<file path="config.mk">
export PLATFORM = sky130hd
export DESIGN_NAME = analog_compare_control
export DESIGN_NICKNAME = d
export VERILOG_FILES = /design/src/hdl/analog_compare_pkg.sv /design/src/hdl/analog_compare_control.sv /design/src/hdl/comparator_channel.sv /design/src/hdl/level_sync.sv
export SDC_FILE = /design/constraint.sdc
export NUM_CORES = 1
export LEC_CHECK = 0
export BUFFER_PORTS_ARGS = -buffer_cell sky130_fd_sc_hd__buf_4
export CAP_MARGIN = 20
export CORE_MARGIN = 2
export CORE_UTILIZATION = 47
export CTS_CLUSTER_SIZE = 8
export DETAILED_ROUTE_END_ITERATION = 12
export GPL_TIMING_DRIVEN = 0
export HOLD_SLACK_MARGIN = 0.08
export PLACE_DENSITY = 0.72
export RECOVER_POWER = 25
export SLEW_MARGIN = 0
export SYNTH_ARGS = -nofsm -noshare
export SYNTH_HDL_FRONTEND = slang
export SYNTH_SLANG_ARGS = --single-unit
</file>
<file path="constraint.sdc">
create_clock -name i_clock -period 1.3 [get_ports i_clock]
set_input_delay 0.325 -clock i_clock [delete_from_list [all_inputs] [get_ports i_clock]]
set_output_delay 0.325 -clock i_clock [all_outputs]
set_load 0.02 [all_outputs]
</file>
<file path="src/hdl/analog_compare_pkg.sv">
package analog_compare_pkg;
  // ****************************************************
  // Register map
  // ****************************************************
  localparam logic [2:0] ADDR_STATUS_ONE = 3'h0; // Comparator one status/control
  localparam logic [2:0] ADDR_STATUS_TWO = 3'h1; // Comparator two status/control
  localparam logic [2:0] ADDR_SYS_OPTIONS = 3'h2; // Capture route selects
  localparam logic [2:0] ADDR_CLOCK_GATE = 3'h3; // Bus clock gate
  localparam logic [2:0] ADDR_POWER_MODE = 3'h4; // Reference buffer enable

  // ****************************************************
  // Status/control and system register field positions
  // ****************************************************
  localparam int BIT_ENABLE = 7;
  localparam int BIT_REF_SELECT = 6;
  localparam int BIT_FLAG = 5;
  localparam int BIT_IRQ_ENABLE = 4;
  localparam int BIT_LEVEL = 3;
  localparam int BIT_PIN_ENABLE = 2;
  localparam int BIT_EDGE_HI = 1;
  localparam int BIT_EDGE_LO = 0;
  localparam int BIT_ROUTE_ONE = 0;
  localparam int BIT_ROUTE_TWO = 1;
  localparam int BIT_CLOCK_GATE = 0;
  localparam int BIT_REF_BUFFER = 0;

  // ****************************************************
  // Reset values and edge encodings
  // ****************************************************
  localparam logic [7:0] RESET_STATUS = 8'h00;
  localparam logic [1:0] RESET_ROUTE = 2'h0;
  localparam logic RESET_CLOCK_GATE = 1'b1;
  localparam logic RESET_REF_BUFFER = 1'b0;
  localparam logic [1:0] EDGE_FALL_A = 2'h0;
  localparam logic [1:0] EDGE_RISE = 2'h1;
  localparam logic [1:0] EDGE_FALL_B = 2'h2;
  localparam logic [1:0] EDGE_EITHER = 2'h3;

  // Power states
  typedef enum logic [2:0] {
    PWR_RUN = 3'b001,
    PWR_LIGHT_STOP = 3'b010,
    PWR_DEEP_STOP = 3'b100
  } power_state_t;
endpackage : analog_compare_pkg

</file>
<file path="src/hdl/analog_compare_control.sv">
// The implementer's own choices: the register offsets and the address-and-strobe port.
`timescale 1ns/100ps
// Function
// Software enables reference buffer before choosing internal reference.
// Route select feeds comparator output into timer capture channel zero.
// Route select disconnects timer channel zero pin externally.
// Comparator one goes to timer one, two to timer two.
// One clock gate bit for both comparators, set by every reset.
// Both comparator requests share one interrupt line.
// Handler reads both flags to find the source.
// Enabled comparator keeps working in wait mode and can wake.
// Software should disable unneeded comparators before wait.
// Event edge selectable: rising, falling or either.
// Select replaces external positive input with internal reference.
// Output pin driven with comparator level when pin enable set.
// Comparators disabled in every stop mode, never wake from stop.
// Deep stop powers down; afterwards all state equals reset. Code resets only the channels, not route, gate or buffer.
// Light stop halts clocks, keeps registers, detects no events.
// Light stop exit by reset resets; by interrupt resumes state.
// Edge field: 00 falling, 01 rising, 10 falling, 11 either.
// Flag sets on selected edge; write one clears, zero keeps.
// Request asserted while flag and interrupt enable both set.
// Level bit shows output, resets zero, zero while disabled.
// Comparator output synchronised to bus clock before edge detection.
// Edges from previous sample; no flag setting while clock gated.
module analog_compare_control
  import analog_compare_pkg::*;
(
  input wire logic i_clock,
  input wire logic i_rst,
  input wire logic [2:0] i_addr,
  input wire logic [7:0] i_wdata,
  input wire logic i_write,
  input wire logic i_read,
  output logic [7:0] o_rdata,
  input wire logic [1:0] i_analog_out,
  input wire logic i_wait_mode,
  input wire logic i_light_stop_mode,
  input wire logic i_deep_stop_mode,
  input wire logic [1:0] i_timer_pin_in,
  output logic [1:0] o_capture_in,
  output logic [1:0] o_timer_pin_connect,
  output logic [1:0] o_comparator_output_pin,
  output logic [1:0] o_comparator_output_pin_oe,
  output logic [1:0] o_analog_enable,
  output logic [1:0] o_reference_select,
  output logic o_reference_buffer_enable,
  output logic o_irq
);
  // ****************************************************
  // Power state tracking
  // ****************************************************
  power_state_t power_state;
  power_state_t next_power_state;
  logic deep_reset;
  logic channel_rst;
  logic in_stop;

  // Power state selection
  always_comb begin
    case (1'b1)
      i_deep_stop_mode: next_power_state = PWR_DEEP_STOP;
      i_light_stop_mode: next_power_state = PWR_LIGHT_STOP;
      default: next_power_state = PWR_RUN;
    endcase
  end

  always_ff @(posedge i_clock) begin
    if (i_rst) begin
      power_state <= PWR_RUN;
    end else begin
      power_state <= next_power_state;
    end
  end

  // Deep stop holds channels in reset; reset on light stop exit resets too
  assign deep_reset = (power_state == PWR_DEEP_STOP) | i_deep_stop_mode;
  assign channel_rst = i_rst | deep_reset;
  assign in_stop = i_light_stop_mode | i_deep_stop_mode;

  // ****************************************************
  // System registers
  // ****************************************************
  logic [1:0] capture_route_select;
  logic clock_gate_reg_two;
  logic reference_buffer_enable;
  logic clock_on;
  logic wr_status_one;
  logic wr_status_two;
  logic wr_options;
  logic wr_gate;
  logic wr_power;

  // Address decode
  assign wr_status_one = i_write & (i_addr == ADDR_STATUS_ONE);
  assign wr_status_two = i_write & (i_addr == ADDR_STATUS_TWO);
  assign wr_options = i_write & (i_addr == ADDR_SYS_OPTIONS);
  assign wr_gate = i_write & (i_addr == ADDR_CLOCK_GATE);
  assign wr_power = i_write & (i_addr == ADDR_POWER_MODE);

  always_ff @(posedge i_clock) begin
    if (i_rst) begin
      capture_route_select <= RESET_ROUTE;
      clock_gate_reg_two <= RESET_CLOCK_GATE;
      reference_buffer_enable <= RESET_REF_BUFFER;
    end else begin
      if (wr_options) begin
        capture_route_select <= i_wdata[BIT_ROUTE_TWO:BIT_ROUTE_ONE];
      end
      if (wr_gate) begin
        clock_gate_reg_two <= i_wdata[BIT_CLOCK_GATE];
      end
      if (wr_power) begin
        reference_buffer_enable <= i_wdata[BIT_REF_BUFFER];
      end
    end
  end

  // Clocks stop in any stop mode; wait mode leaves them running
  assign clock_on = clock_gate_reg_two & ~in_stop;

  // ****************************************************
  // Comparator channels
  // ****************************************************
  logic [7:0] status [2];
  logic [1:0] active;
  logic [1:0] level;
  logic [1:0] irq;
  logic [1:0] ref_select;
  logic [1:0] pin_enable;
  logic [1:0] ch_write;

  // Channel register writes land only while clocked
  assign ch_write = {wr_status_two, wr_status_one} & {2{clock_on}};

  genvar g;
  generate
    for (g = 0; g < 2; g++) begin : g_channel
      comparator_channel u_channel (
        .i_clock(i_clock),
        .i_rst(channel_rst),
        .i_analog_out(i_analog_out[g]),
        .i_clock_on(clock_on),
        .i_write(ch_write[g]),
        .i_wdata(i_wdata),
        .o_status(status[g]),
        .o_active(active[g]),
        .o_level(level[g]),
        .o_irq(irq[g]),
        .o_ref_select(ref_select[g]),
        .o_pin_enable(pin_enable[g])
      );
    end
  endgenerate

  // ****************************************************
  // Outputs to analog, timers and pins
  // ****************************************************
  logic [1:0] run_level;
  logic [1:0] next_pin;
  logic [1:0] next_capture;
  logic [1:0] pin_reg;
  logic [1:0] capture_reg;

  // Comparator circuits off in stop, reference buffer left on; enable survives wait
  assign o_analog_enable = active & {2{~in_stop}};
  assign o_reference_select = ref_select;
  assign o_reference_buffer_enable = reference_buffer_enable;
  assign run_level = level & {2{~in_stop}};
  // Bit 0 to timer one, bit 1 to timer two
  assign next_capture = (capture_route_select & run_level) |
    (~capture_route_select & i_timer_pin_in);
  assign next_pin = run_level & pin_enable;
  assign o_timer_pin_connect = ~capture_route_select;
  assign o_comparator_output_pin_oe = pin_enable;

  always_ff @(posedge i_clock) begin
    if (i_rst) begin
      pin_reg <= 2'h0;
      capture_reg <= 2'h0;
    end else begin
      pin_reg <= next_pin;
      capture_reg <= next_capture;
    end
  end

  assign o_comparator_output_pin = pin_reg;
  assign o_capture_in = capture_reg;

  // Shared request line
  assign o_irq = |irq;

  // ****************************************************
  // Read port
  // ****************************************************
  logic [7:0] next_rdata;
  logic [7:0] rdata_reg;

  always_comb begin
    case (i_addr)
      ADDR_STATUS_ONE: next_rdata = status[0];
      ADDR_STATUS_TWO: next_rdata = status[1];
      ADDR_SYS_OPTIONS: next_rdata = {6'h00, capture_route_select};
      ADDR_CLOCK_GATE: next_rdata = {7'h00, clock_gate_reg_two};
      ADDR_POWER_MODE: next_rdata = {7'h00, reference_buffer_enable};
      default: next_rdata = 8'h00;
    endcase
  end

  always_ff @(posedge i_clock) begin
    if (i_rst) begin
      rdata_reg <= 8'h00;
    end else if (i_read) begin
      rdata_reg <= next_rdata;
    end else begin
      rdata_reg <= 8'h00;
    end
  end

  assign o_rdata = rdata_reg;
endmodule : analog_compare_control

</file>
<file path="src/hdl/comparator_channel.sv">
`timescale 1ns/100ps
module comparator_channel
  import analog_compare_pkg::*;
(
  input wire logic i_clock,
  input wire logic i_rst,
  input wire logic i_analog_out,
  input wire logic i_clock_on,
  input wire logic i_write,
  input wire logic [7:0] i_wdata,
  output logic [7:0] o_status,
  output logic o_active,
  output logic o_level,
  output logic o_irq,
  output logic o_ref_select,
  output logic o_pin_enable
);
  // ****************************************************
  // One comparator's control register and event logic
  // ****************************************************
  logic comparator_enable;
  logic reference_select;
  logic compare_event_flag;
  logic compare_interrupt_enable;
  logic output_pin_enable;
  logic [1:0] event_edge_select;
  logic sync_level;
  logic prev_level;
  logic comparator_level;
  logic rise;
  logic fall;
  logic hit;
  logic flag_clear;

  level_sync u_sync (
    .i_clock(i_clock),
    .i_rst(i_rst),
    .i_async(i_analog_out),
    .o_level(sync_level)
  );

  // Level reads zero while disabled, edges only while clocked
  assign comparator_level = comparator_enable & sync_level;
  assign rise = comparator_level & ~prev_level;
  assign fall = ~comparator_level & prev_level;
  assign hit = i_clock_on & comparator_enable & (
    (event_edge_select == EDGE_EITHER) ? (rise | fall) :
    (event_edge_select == EDGE_RISE) ? rise : fall);
  assign flag_clear = i_write & i_wdata[BIT_FLAG];

  // Register and edge history; set beats clear
  always_ff @(posedge i_clock) begin
    if (i_rst) begin
      comparator_enable <= RESET_STATUS[BIT_ENABLE];
      reference_select <= RESET_STATUS[BIT_REF_SELECT];
      compare_event_flag <= RESET_STATUS[BIT_FLAG];
      compare_interrupt_enable <= RESET_STATUS[BIT_IRQ_ENABLE];
      output_pin_enable <= RESET_STATUS[BIT_PIN_ENABLE];
      event_edge_select <= RESET_STATUS[BIT_EDGE_HI:BIT_EDGE_LO];
      prev_level <= 1'b0;
    end else begin
      if (i_clock_on) begin
        prev_level <= comparator_level;
      end
      if (i_write) begin
        comparator_enable <= i_wdata[BIT_ENABLE];
        reference_select <= i_wdata[BIT_REF_SELECT];
        compare_interrupt_enable <= i_wdata[BIT_IRQ_ENABLE];
        output_pin_enable <= i_wdata[BIT_PIN_ENABLE];
        event_edge_select <= i_wdata[BIT_EDGE_HI:BIT_EDGE_LO];
      end
      if (hit) begin
        compare_event_flag <= 1'b1;
      end else if (flag_clear) begin
        compare_event_flag <= 1'b0;
      end
    end
  end

  assign o_status = {comparator_enable, reference_select, compare_event_flag,
    compare_interrupt_enable, comparator_level, output_pin_enable, event_edge_select};
  assign o_active = comparator_enable;
  assign o_level = comparator_level;
  assign o_irq = compare_event_flag & compare_interrupt_enable;
  assign o_ref_select = reference_select;
  assign o_pin_enable = output_pin_enable;
endmodule : comparator_channel

</file>
<file path="src/hdl/level_sync.sv">
`timescale 1ns/100ps
module level_sync
  import analog_compare_pkg::*;
(
  input wire logic i_clock,
  input wire logic i_rst,
  input wire logic i_async,
  output logic o_level
);
  // ****************************************************
  // Three stage synchroniser with agreement filter
  // ****************************************************
  logic meta;
  logic stage_two;
  logic stage_three;

  // Capture chain
  always_ff @(posedge i_clock) begin
    if (i_rst) begin
      meta <= 1'b0;
      stage_two <= 1'b0;
      stage_three <= 1'b0;
      o_level <= 1'b0;
    end else begin
      meta <= i_async;
      stage_two <= meta;
      stage_three <= stage_two;
      if (stage_two == stage_three) begin
        o_level <= stage_three;
      end
    end
  end
endmodule : level_sync

</file>
==> run_results.csv, run 1 <==
group,metric,value,unit
logic_synthesis,async_flop_share,0,%
clock_tree,clk_pin_slew_worst_paths,0.09,ns
status,status,"finished with violations",
clock_tree,cts.sink_count,43,
worst_setup_path,path_cells,"and2_4, ha_4, nand2b_4, a311o_1, a21oi_2",
logic_synthesis,ys_types,42,
logic_synthesis,syn-num-nets,231,
sta,hold_ws,0.230,ns
power,ir_worst_vdd,0.000905,V
worst_setup_path,end_kind,"register",
flow_run,max_cap_viol_count,0,
clock_tree,clockRootBuffer,"clkbuf_8",
clock_tree,htreeDepth,2,
global_route,grt_usage,22.0,%
power,total_power,2.61,mW
worst_setup_path,required,1.55,ns
die,rows,22,
worst_setup_path,cp.arrival,1.66,ns
status,violations,"negative setup slack",
sta,post-route-period-util,109,%
drt,ant_nets,0,
drt,dr.pass1.iters,6,
worst_setup_path,worst-path-buf-inv,0,
logic_synthesis,synthCells,205,
finish,multi_input_comb_area,936,sq um
clock_tree,clock_path_buffers,2,
sta,worst_slack,-0.114,ns
sta,hold_viol,0,
worst_setup_path,crit_family,"compound AO/OA/AOI/OAI gates",
finish,diodes,0,
global_route,grt_max_degree,15,
sta,worst-slew-pin-transition,0.510,ns
finish,fin_area,2480,sq um
logic_synthesis,seq_area_frac_synth,46.7,%
die,pin_count,44,
clock_tree,cts_buffers,5,
logic_synthesis,synthesis.area,1840,sq um
drt,drcViolationCount,0,
hold_path,min_path_type,"input port to register",
logic_synthesis,synth_warnings,0,
finish,drive_gt1_share,34.7,%
worst_setup_path,worstPathMaxFanout,2,
global_route,grt_overflow_total,0,
placement,dp_hpwl,2980,um
logic_synthesis,synth-edff-count,0,
power,p_leak,0.951,nW
sta,post-route-min-period,1.41,ns
placement,io_buffers,41,
finish,seqCellArea,872,sq um
global_route,antenna_found_initial,0,
global_route,grt_first_pass_wirelength,7290,um
worst_setup_path,setup.worst_path.start_class,"register",
logic_synthesis,synth.avg_cell_area,9.00,sq um
drt,wl,4690,um
finish,fillers,330,
worst_setup_path,slowest_delay,0.39,ns
placement,placed_cell_area,2210,sq um
clock_tree,cts_tree,"yes",
logic_synthesis,ys.flop_type,"dfxtp_1",
sta,setup_violations,5,
sta,drv_slew,0,
power,power_density,1050,nW/um^2
sta,fmax,707,MHz
clock_tree,worstSkewPairLatency,0.30,ns
sta,relSlewSlack,65.8,%
die,die_x,66.6,um
die,core_area,3720,sq um
worst_setup_path,path_class,"register to register",
global_route,grt_pass1_vias,1509,
sta,rsz0062_at_grt,"true",
sta,skew,0.0112,ns
worst_setup_path,crit_path_top_delay_cell,"a311o_1",
finish,fin_nets,287,
die,dieArea,4440,sq um
drt,wl_per_cell,15.1,um
die,start_util,49.6,%
placement,gp_congestion,0.853,
finish,area_growth,34.3,%
logic_synthesis,ys_ff_latch,43,
drt,vias_per_cell,5.48,
drt,drtIter0Drc,142,
clock_tree,hold_buffers,0,
drt,dr_total_vias,1698,
die,die_h,66.6,um
-- final cells by class --
type | count | area share (%)
plain buffers | 15 | 3.74
clock buffers | 5 | 2.78
clock inverters | 3 | 1.77
inverters | 8 | 1.31
multi-input cells | 138 | 37.8
flip-flops and latches | 43 | 35.2
well taps | 48 | 2.42
repair buffers | 50 | 15.0
-- kinds of logic (layout without fill, tap and decap cells) --
kind of cell	after synthesis	after routing	share of synthesized area (%)
multiplexers	5	5	2.78
buffers and inverters	24	81	6.17
AO/OA/AOI/OAI	55	55	17.4
AND/OR/NAND/NOR	74	74	24.2
flip-flops	43	43	46.7
adder cells (fa/ha/maj)	4	4	2.71
-- synthesized netlist by cell type, types with 2 or more instances --
| cell | instances | area, sq um |
|---|---|---|
| dfxtp_1 | 43 | 861 |
| a21oi_1 | 21 | 105 |
| o21ai_0 | 18 | 90.1 |
| nand3_1 | 14 | 70.1 |
| nor2_1 | 12 | 45.0 |
| and2_1 | 9 | 56.3 |
| nand2_1 | 9 | 33.8 |
| inv_1 | 8 | 30.0 |
| buf_2 | 7 | 35.0 |
| a22oi_1 | 6 | 45.0 |
| buf_4 | 4 | 30.0 |
| clkbuf_1 | 4 | 15.0 |
| ha_1 | 4 | 50.1 |
| mux2i_1 | 4 | 40.0 |
| nand2b_1 | 4 | 25.0 |
| nand3b_1 | 4 | 30.0 |
| and4bb_2 | 3 | 37.5 |
| nor3b_1 | 3 | 22.5 |
| a311o_1 | 2 | 20.0 |
| and3_1 | 2 | 12.5 |
| nand4b_1 | 2 | 17.5 |
| nor3_1 | 2 | 10.0 |
-- sequential cells by signal, summed over array words and instances (netlist names) --
register                                      cells
g_channel.u_channel.o_pin_enable                  2
g_channel.u_channel.compare_interrupt_enable      2
o_comparator_output_pin                           2
power_state                                       3
clock_gate_reg_two                                1
o_capture_in                                      2
g_channel.u_channel.compare_event_flag            2
g_channel.u_channel.u_sync.stage_three            2
g_channel.u_channel.prev_level                    2
g_channel.u_channel.o_ref_select                  2
g_channel.u_channel.event_edge_select             4
g_channel.u_channel.u_sync.meta                   2
o_reference_buffer_enable                         1
g_channel.u_channel.o_active                      2
g_channel.u_channel.u_sync.stage_two              2
o_rdata                                           8
capture_route_select                              2
g_channel.u_channel.u_sync.o_level                2
-- cell usage in the layout (no fill, tap or decap), types with 3 or more instances in the layout --
cell type  synthesis  layout
o21ai_0           18      17
buf_6              0       5
clkbuf_1           4       8
a22oi_1            6       6
nand2_1            9       8
mux2i_1            4       4
nor3b_1            3       3
buf_2              7       5
buf_4              4      47
and2_4             0       3
nor2_1            12      11
ha_4               0       3
clkbuf_8           0       5
nand2b_1           4       3
nand3_1           14      14
and2_1             9       6
dfxtp_2            0       6
inv_1              8       7
a21oi_1           21      20
nand3b_1           4       4
dfxtp_1           43      36
-- metrics by stage --
step	utilization, %	setup slack (ns)	instances	setup TNS (ns)
after global routing	66.7	-0.174	310	-0.680
after global placement	59.6	-0.291	294	-5.37
after floorplan	-	-0.0826	205	-0.0826
final	66.7	-0.114	310	-0.343
after CTS	65.9	-0.206	308	-0.433
after detailed placement	59.6	-0.294	294	-5.56
-- worst paths after layout --
kind / cells after the start / startpoint / end / slack [ns]
setup / recovery: 5 / g_channel[1].u_channel.o_active$_SDFFE_PP0P_ / g_channel[1].u_channel.compare_event_flag$_SDFFE_PP0P_ / -0.11
hold reg to reg: 1 / g_channel[1].u_channel.u_sync.meta$_SDFF_PP0_ / g_channel[1].u_channel.u_sync.stage_two$_SDFF_PP0_ / 0.43
hold / removal: 2 / i_analog_out[0] / g_channel[0].u_channel.u_sync.meta$_SDFF_PP0_ / 0.23
setup reg to reg: 5 / g_channel[1].u_channel.o_active$_SDFFE_PP0P_ / g_channel[1].u_channel.compare_event_flag$_SDFFE_PP0P_ / -0.11
-- power by group --
| part | leakage [nW] | internal [mW] | switching [mW] |
|---|---|---|---|
| logic | 0.542 | 0.0946 | 0.123 |
| clock network | 0.0581 | 0.572 | 0.480 |
| registers | 0.351 | 1.33 | 0.00848 |
| total | 0.951 | 2.00 | 0.611 |
-- repair_timing --
action,in CTS,in global routing
setup buffers,6,4
endpoints found under the setup margin,15,16
gates resized for setup,24,17
hold endpoints to repair,0,0
pin swaps,3,5
-- metal layers --
layer / vias to the layer above / share of wire, % / GRT usage, %
met2: 56 / 49 / 35.4
li1: 832 / - / -
met1: 799 / 44 / 28.3
met4: 0 / 2.3 / 7.14
met3: 11 / 5.4 / 6.25
met5: - / 0 / 0
Note: power is estimated with default switching activity, not from simulation.
==> inputs of run 2 (changes only) <==
Settings changed: SETUP_SLACK_MARGIN set to 0.02.
==> run 2 against run 1 <==
The flow still finishes with violations (negative setup slack). Clock power about the same. Largest cell class unchanged. Combinational power about the same. Die area unchanged. Utilization increased by 0.24 points. Global-route usage unchanged. Sequential cell count unchanged. Worst hold slack got worse by 0.00091 ns. Sequential share of layout area about the same. Non-clock buffer count unchanged.
==> run_results.csv, run 2 (synthesis results as in run 1) <==
group,metric,value,unit
worst_setup_path,path_depth,5,
worst_setup_path,r2r_cells,5,
drt,wl,4730,um
drt,drtIter0Drc,129,
placement,placed_cell_area,2210,sq um
power,total_power,2.62,mW
sta,setup_violations,5,
drt,vias_per_cell,5.48,
sta,drv_slew,0,
clock_tree,htreeDepth,2,
worst_setup_path,crit_path_top_delay_cell,"a311o_1",
sta,post-route-min-period,1.42,ns
sta,skew,0.0123,ns
power,ir_worst_vdd,0.000900,V
global_route,grt_first_pass_wirelength,7290,um
sta,worst_slack,-0.120,ns
worst_setup_path,end_kind,"register",
die,core_area,3720,sq um
clock_tree,clk_pin_slew_worst_paths,0.09,ns
drt,dr_total_vias,1700,
power,power_density,1050,nW/um^2
worst_setup_path,cp.arrival,1.67,ns
finish,fin_nets,287,
status,status,"finished with violations",
global_route,grt_max_degree,15,
worst_setup_path,reg2reg_to,"g_channel[1].u_channel.compare_event_flag$_SDFFE_PP0P_",
power,p_seq_share,51.2,%
finish,final_common_cell,"buf_4",
finish,drive_gt1_share,35.9,%
finish,instances_no_fill,310,
placement,placedCellCount,294,
worst_setup_path,worstPathMaxFanout,2,
die,start_util,49.6,%
die,die_x,66.6,um
drt,dr.pass1.iters,4,
drt,drcViolationCount,0,
sta,relSlewSlack,66.0,%
drt,wl_per_cell,15.2,um
worst_setup_path,path_class,"register to register",
worst_setup_path,slowest_delay,0.40,ns
worst_setup_path,required,1.55,ns
clock_tree,cts.sink_count,43,
die,dieArea,4440,sq um
global_route,grt_usage,22.0,%
power,combPwrFrac,8.4,%
global_route,grt_pass1_vias,1509,
power,power.internal,2.00,mW
finish,diodes,0,
sta,fmax,704,MHz
finish,fillers,328,
worst_setup_path,endpoint,"g_channel[1].u_channel.compare_event_flag$_SDFFE_PP0P_",
clock_tree,clock_path_buffers,2,
global_route,grt_overflow_total,0,
finish,final_cell_mix,"buf_4, dfxtp_1, a21oi_1, o21ai_0, nand3_1",
worst_setup_path,path_cells,"and2_4, ha_4, nand2b_4, a311o_1, a21oi_2",
die,die_h,66.6,um
hold_path,min_path_type,"input port to register",
placement,gp_congestion,0.853,
finish,fin_area,2490,sq um
global_route,antenna_found_initial,0,
clock_tree,clockRootBuffer,"clkbuf_8",
sta,rsz0062_at_grt,"true",
clock_tree,worstSkewPairLatency,0.30,ns
sta,worst-slew-pin-transition,0.508,ns
sta,post-route-period-util,109,%
sta,hold_viol,0,
clock_tree,cts_tree,"yes",
clock_tree,cts_buffers,5,
status,violations,"negative setup slack",
worst_setup_path,timing.rr.start,"g_channel[1].u_channel.o_active$_SDFFE_PP0P_",
finish,largest_reg_flops,8,
power,switching_share,23.6,%
placement,post-place-ws,-0.294,ns
worst_setup_path,crit_family,"compound AO/OA/AOI/OAI gates",
placement,io_buffers,41,
worst_setup_path,setup.worst_path.start_class,"register",
flow_run,max_cap_viol_count,0,
placement,dp_hpwl,2980,um
finish,area_growth,34.8,%
worst_setup_path,crit_path_start,"g_channel[1].u_channel.o_active$_SDFFE_PP0P_",
die,pin_count,44,
power,p_leak,0.950,nW
worst_setup_path,reg2reg_slack,-0.12,ns
drt,ant_nets,0,
power,power.switching,0.617,mW
die,rows,22,
power,p_clk_share,40.4,%
worst_setup_path,worst-path-buf-inv,0,
==> run 2: cell type report <==
cell class / count / area (sq um) / area share [%]
clock buffer: 5 / 68.8 / 2.77
timing repair buffer: 50 / 368 / 14.8
multi-input combinational: 138 / 940 / 37.8
sequential: 43 / 876 / 35.2
clock inverter: 3 / 43.8 / 1.76
inverter: 8 / 32.5 / 1.31
tap: 48 / 60.1 / 2.42
buffer: 15 / 97.6 / 3.93
==> run 2: power groups by stage <==
stage	Clock, mW	Combinational (mW)	Sequential, mW
finish	1.06	0.220	1.34
global route	1.13	0.238	1.34
CTS	1.07	0.216	1.34
detailed placement	0	0.204	1.37
global placement	0	0.204	1.37
floorplan	0	0.101	1.38
==> run 2: worst min path at each step <==
stage	from	end	slack (ns)	cells after the start
floorplan	g_channel[0].u_channel.u_sync.meta$_SDFF_PP0_	g_channel[0].u_channel.u_sync.stage_two$_SDFF_PP0_	0.41	1
global placement	g_channel[0].u_channel.u_sync.meta$_SDFF_PP0_	g_channel[0].u_channel.u_sync.stage_two$_SDFF_PP0_	0.41	1
detailed placement	g_channel[1].u_channel.u_sync.meta$_SDFF_PP0_	g_channel[1].u_channel.u_sync.stage_two$_SDFF_PP0_	0.42	1
CTS	i_analog_out[1]	g_channel[1].u_channel.u_sync.meta$_SDFF_PP0_	0.22	2
global route	i_analog_out[1]	g_channel[1].u_channel.u_sync.meta$_SDFF_PP0_	0.21	2
finish	i_analog_out[0]	g_channel[0].u_channel.u_sync.meta$_SDFF_PP0_	0.23	2
==> run 2: per-stage QoR <==
step           util, %  hold WS (ns)  TNS [ns]
6_report          66.9         0.229    -0.380
3_5_place_dp      59.6         0.417     -5.56
2_1_floorplan        -         0.406   -0.0826
3_3_place_gp      59.6         0.412     -5.37
5_1_grt           66.9         0.213    -0.694
4_1_cts           65.9         0.224    -0.433
==> run 2: metal layers <==
metal	global-route usage (%)	wire, um
met5	0	0
met4	7.14	89
met3	6.25	240
met2	35.4	2300
met1	28.3	2090
==> run 2: repair_timing <==
item                                    in CTS  in global routing
hold buffers                                 0                  0
pin swaps                                    4                  5
resized for setup                           24                 24
setup buffers                                6                  4
endpoints found under the setup margin      15                 21
hold endpoints to repair                     0                  0
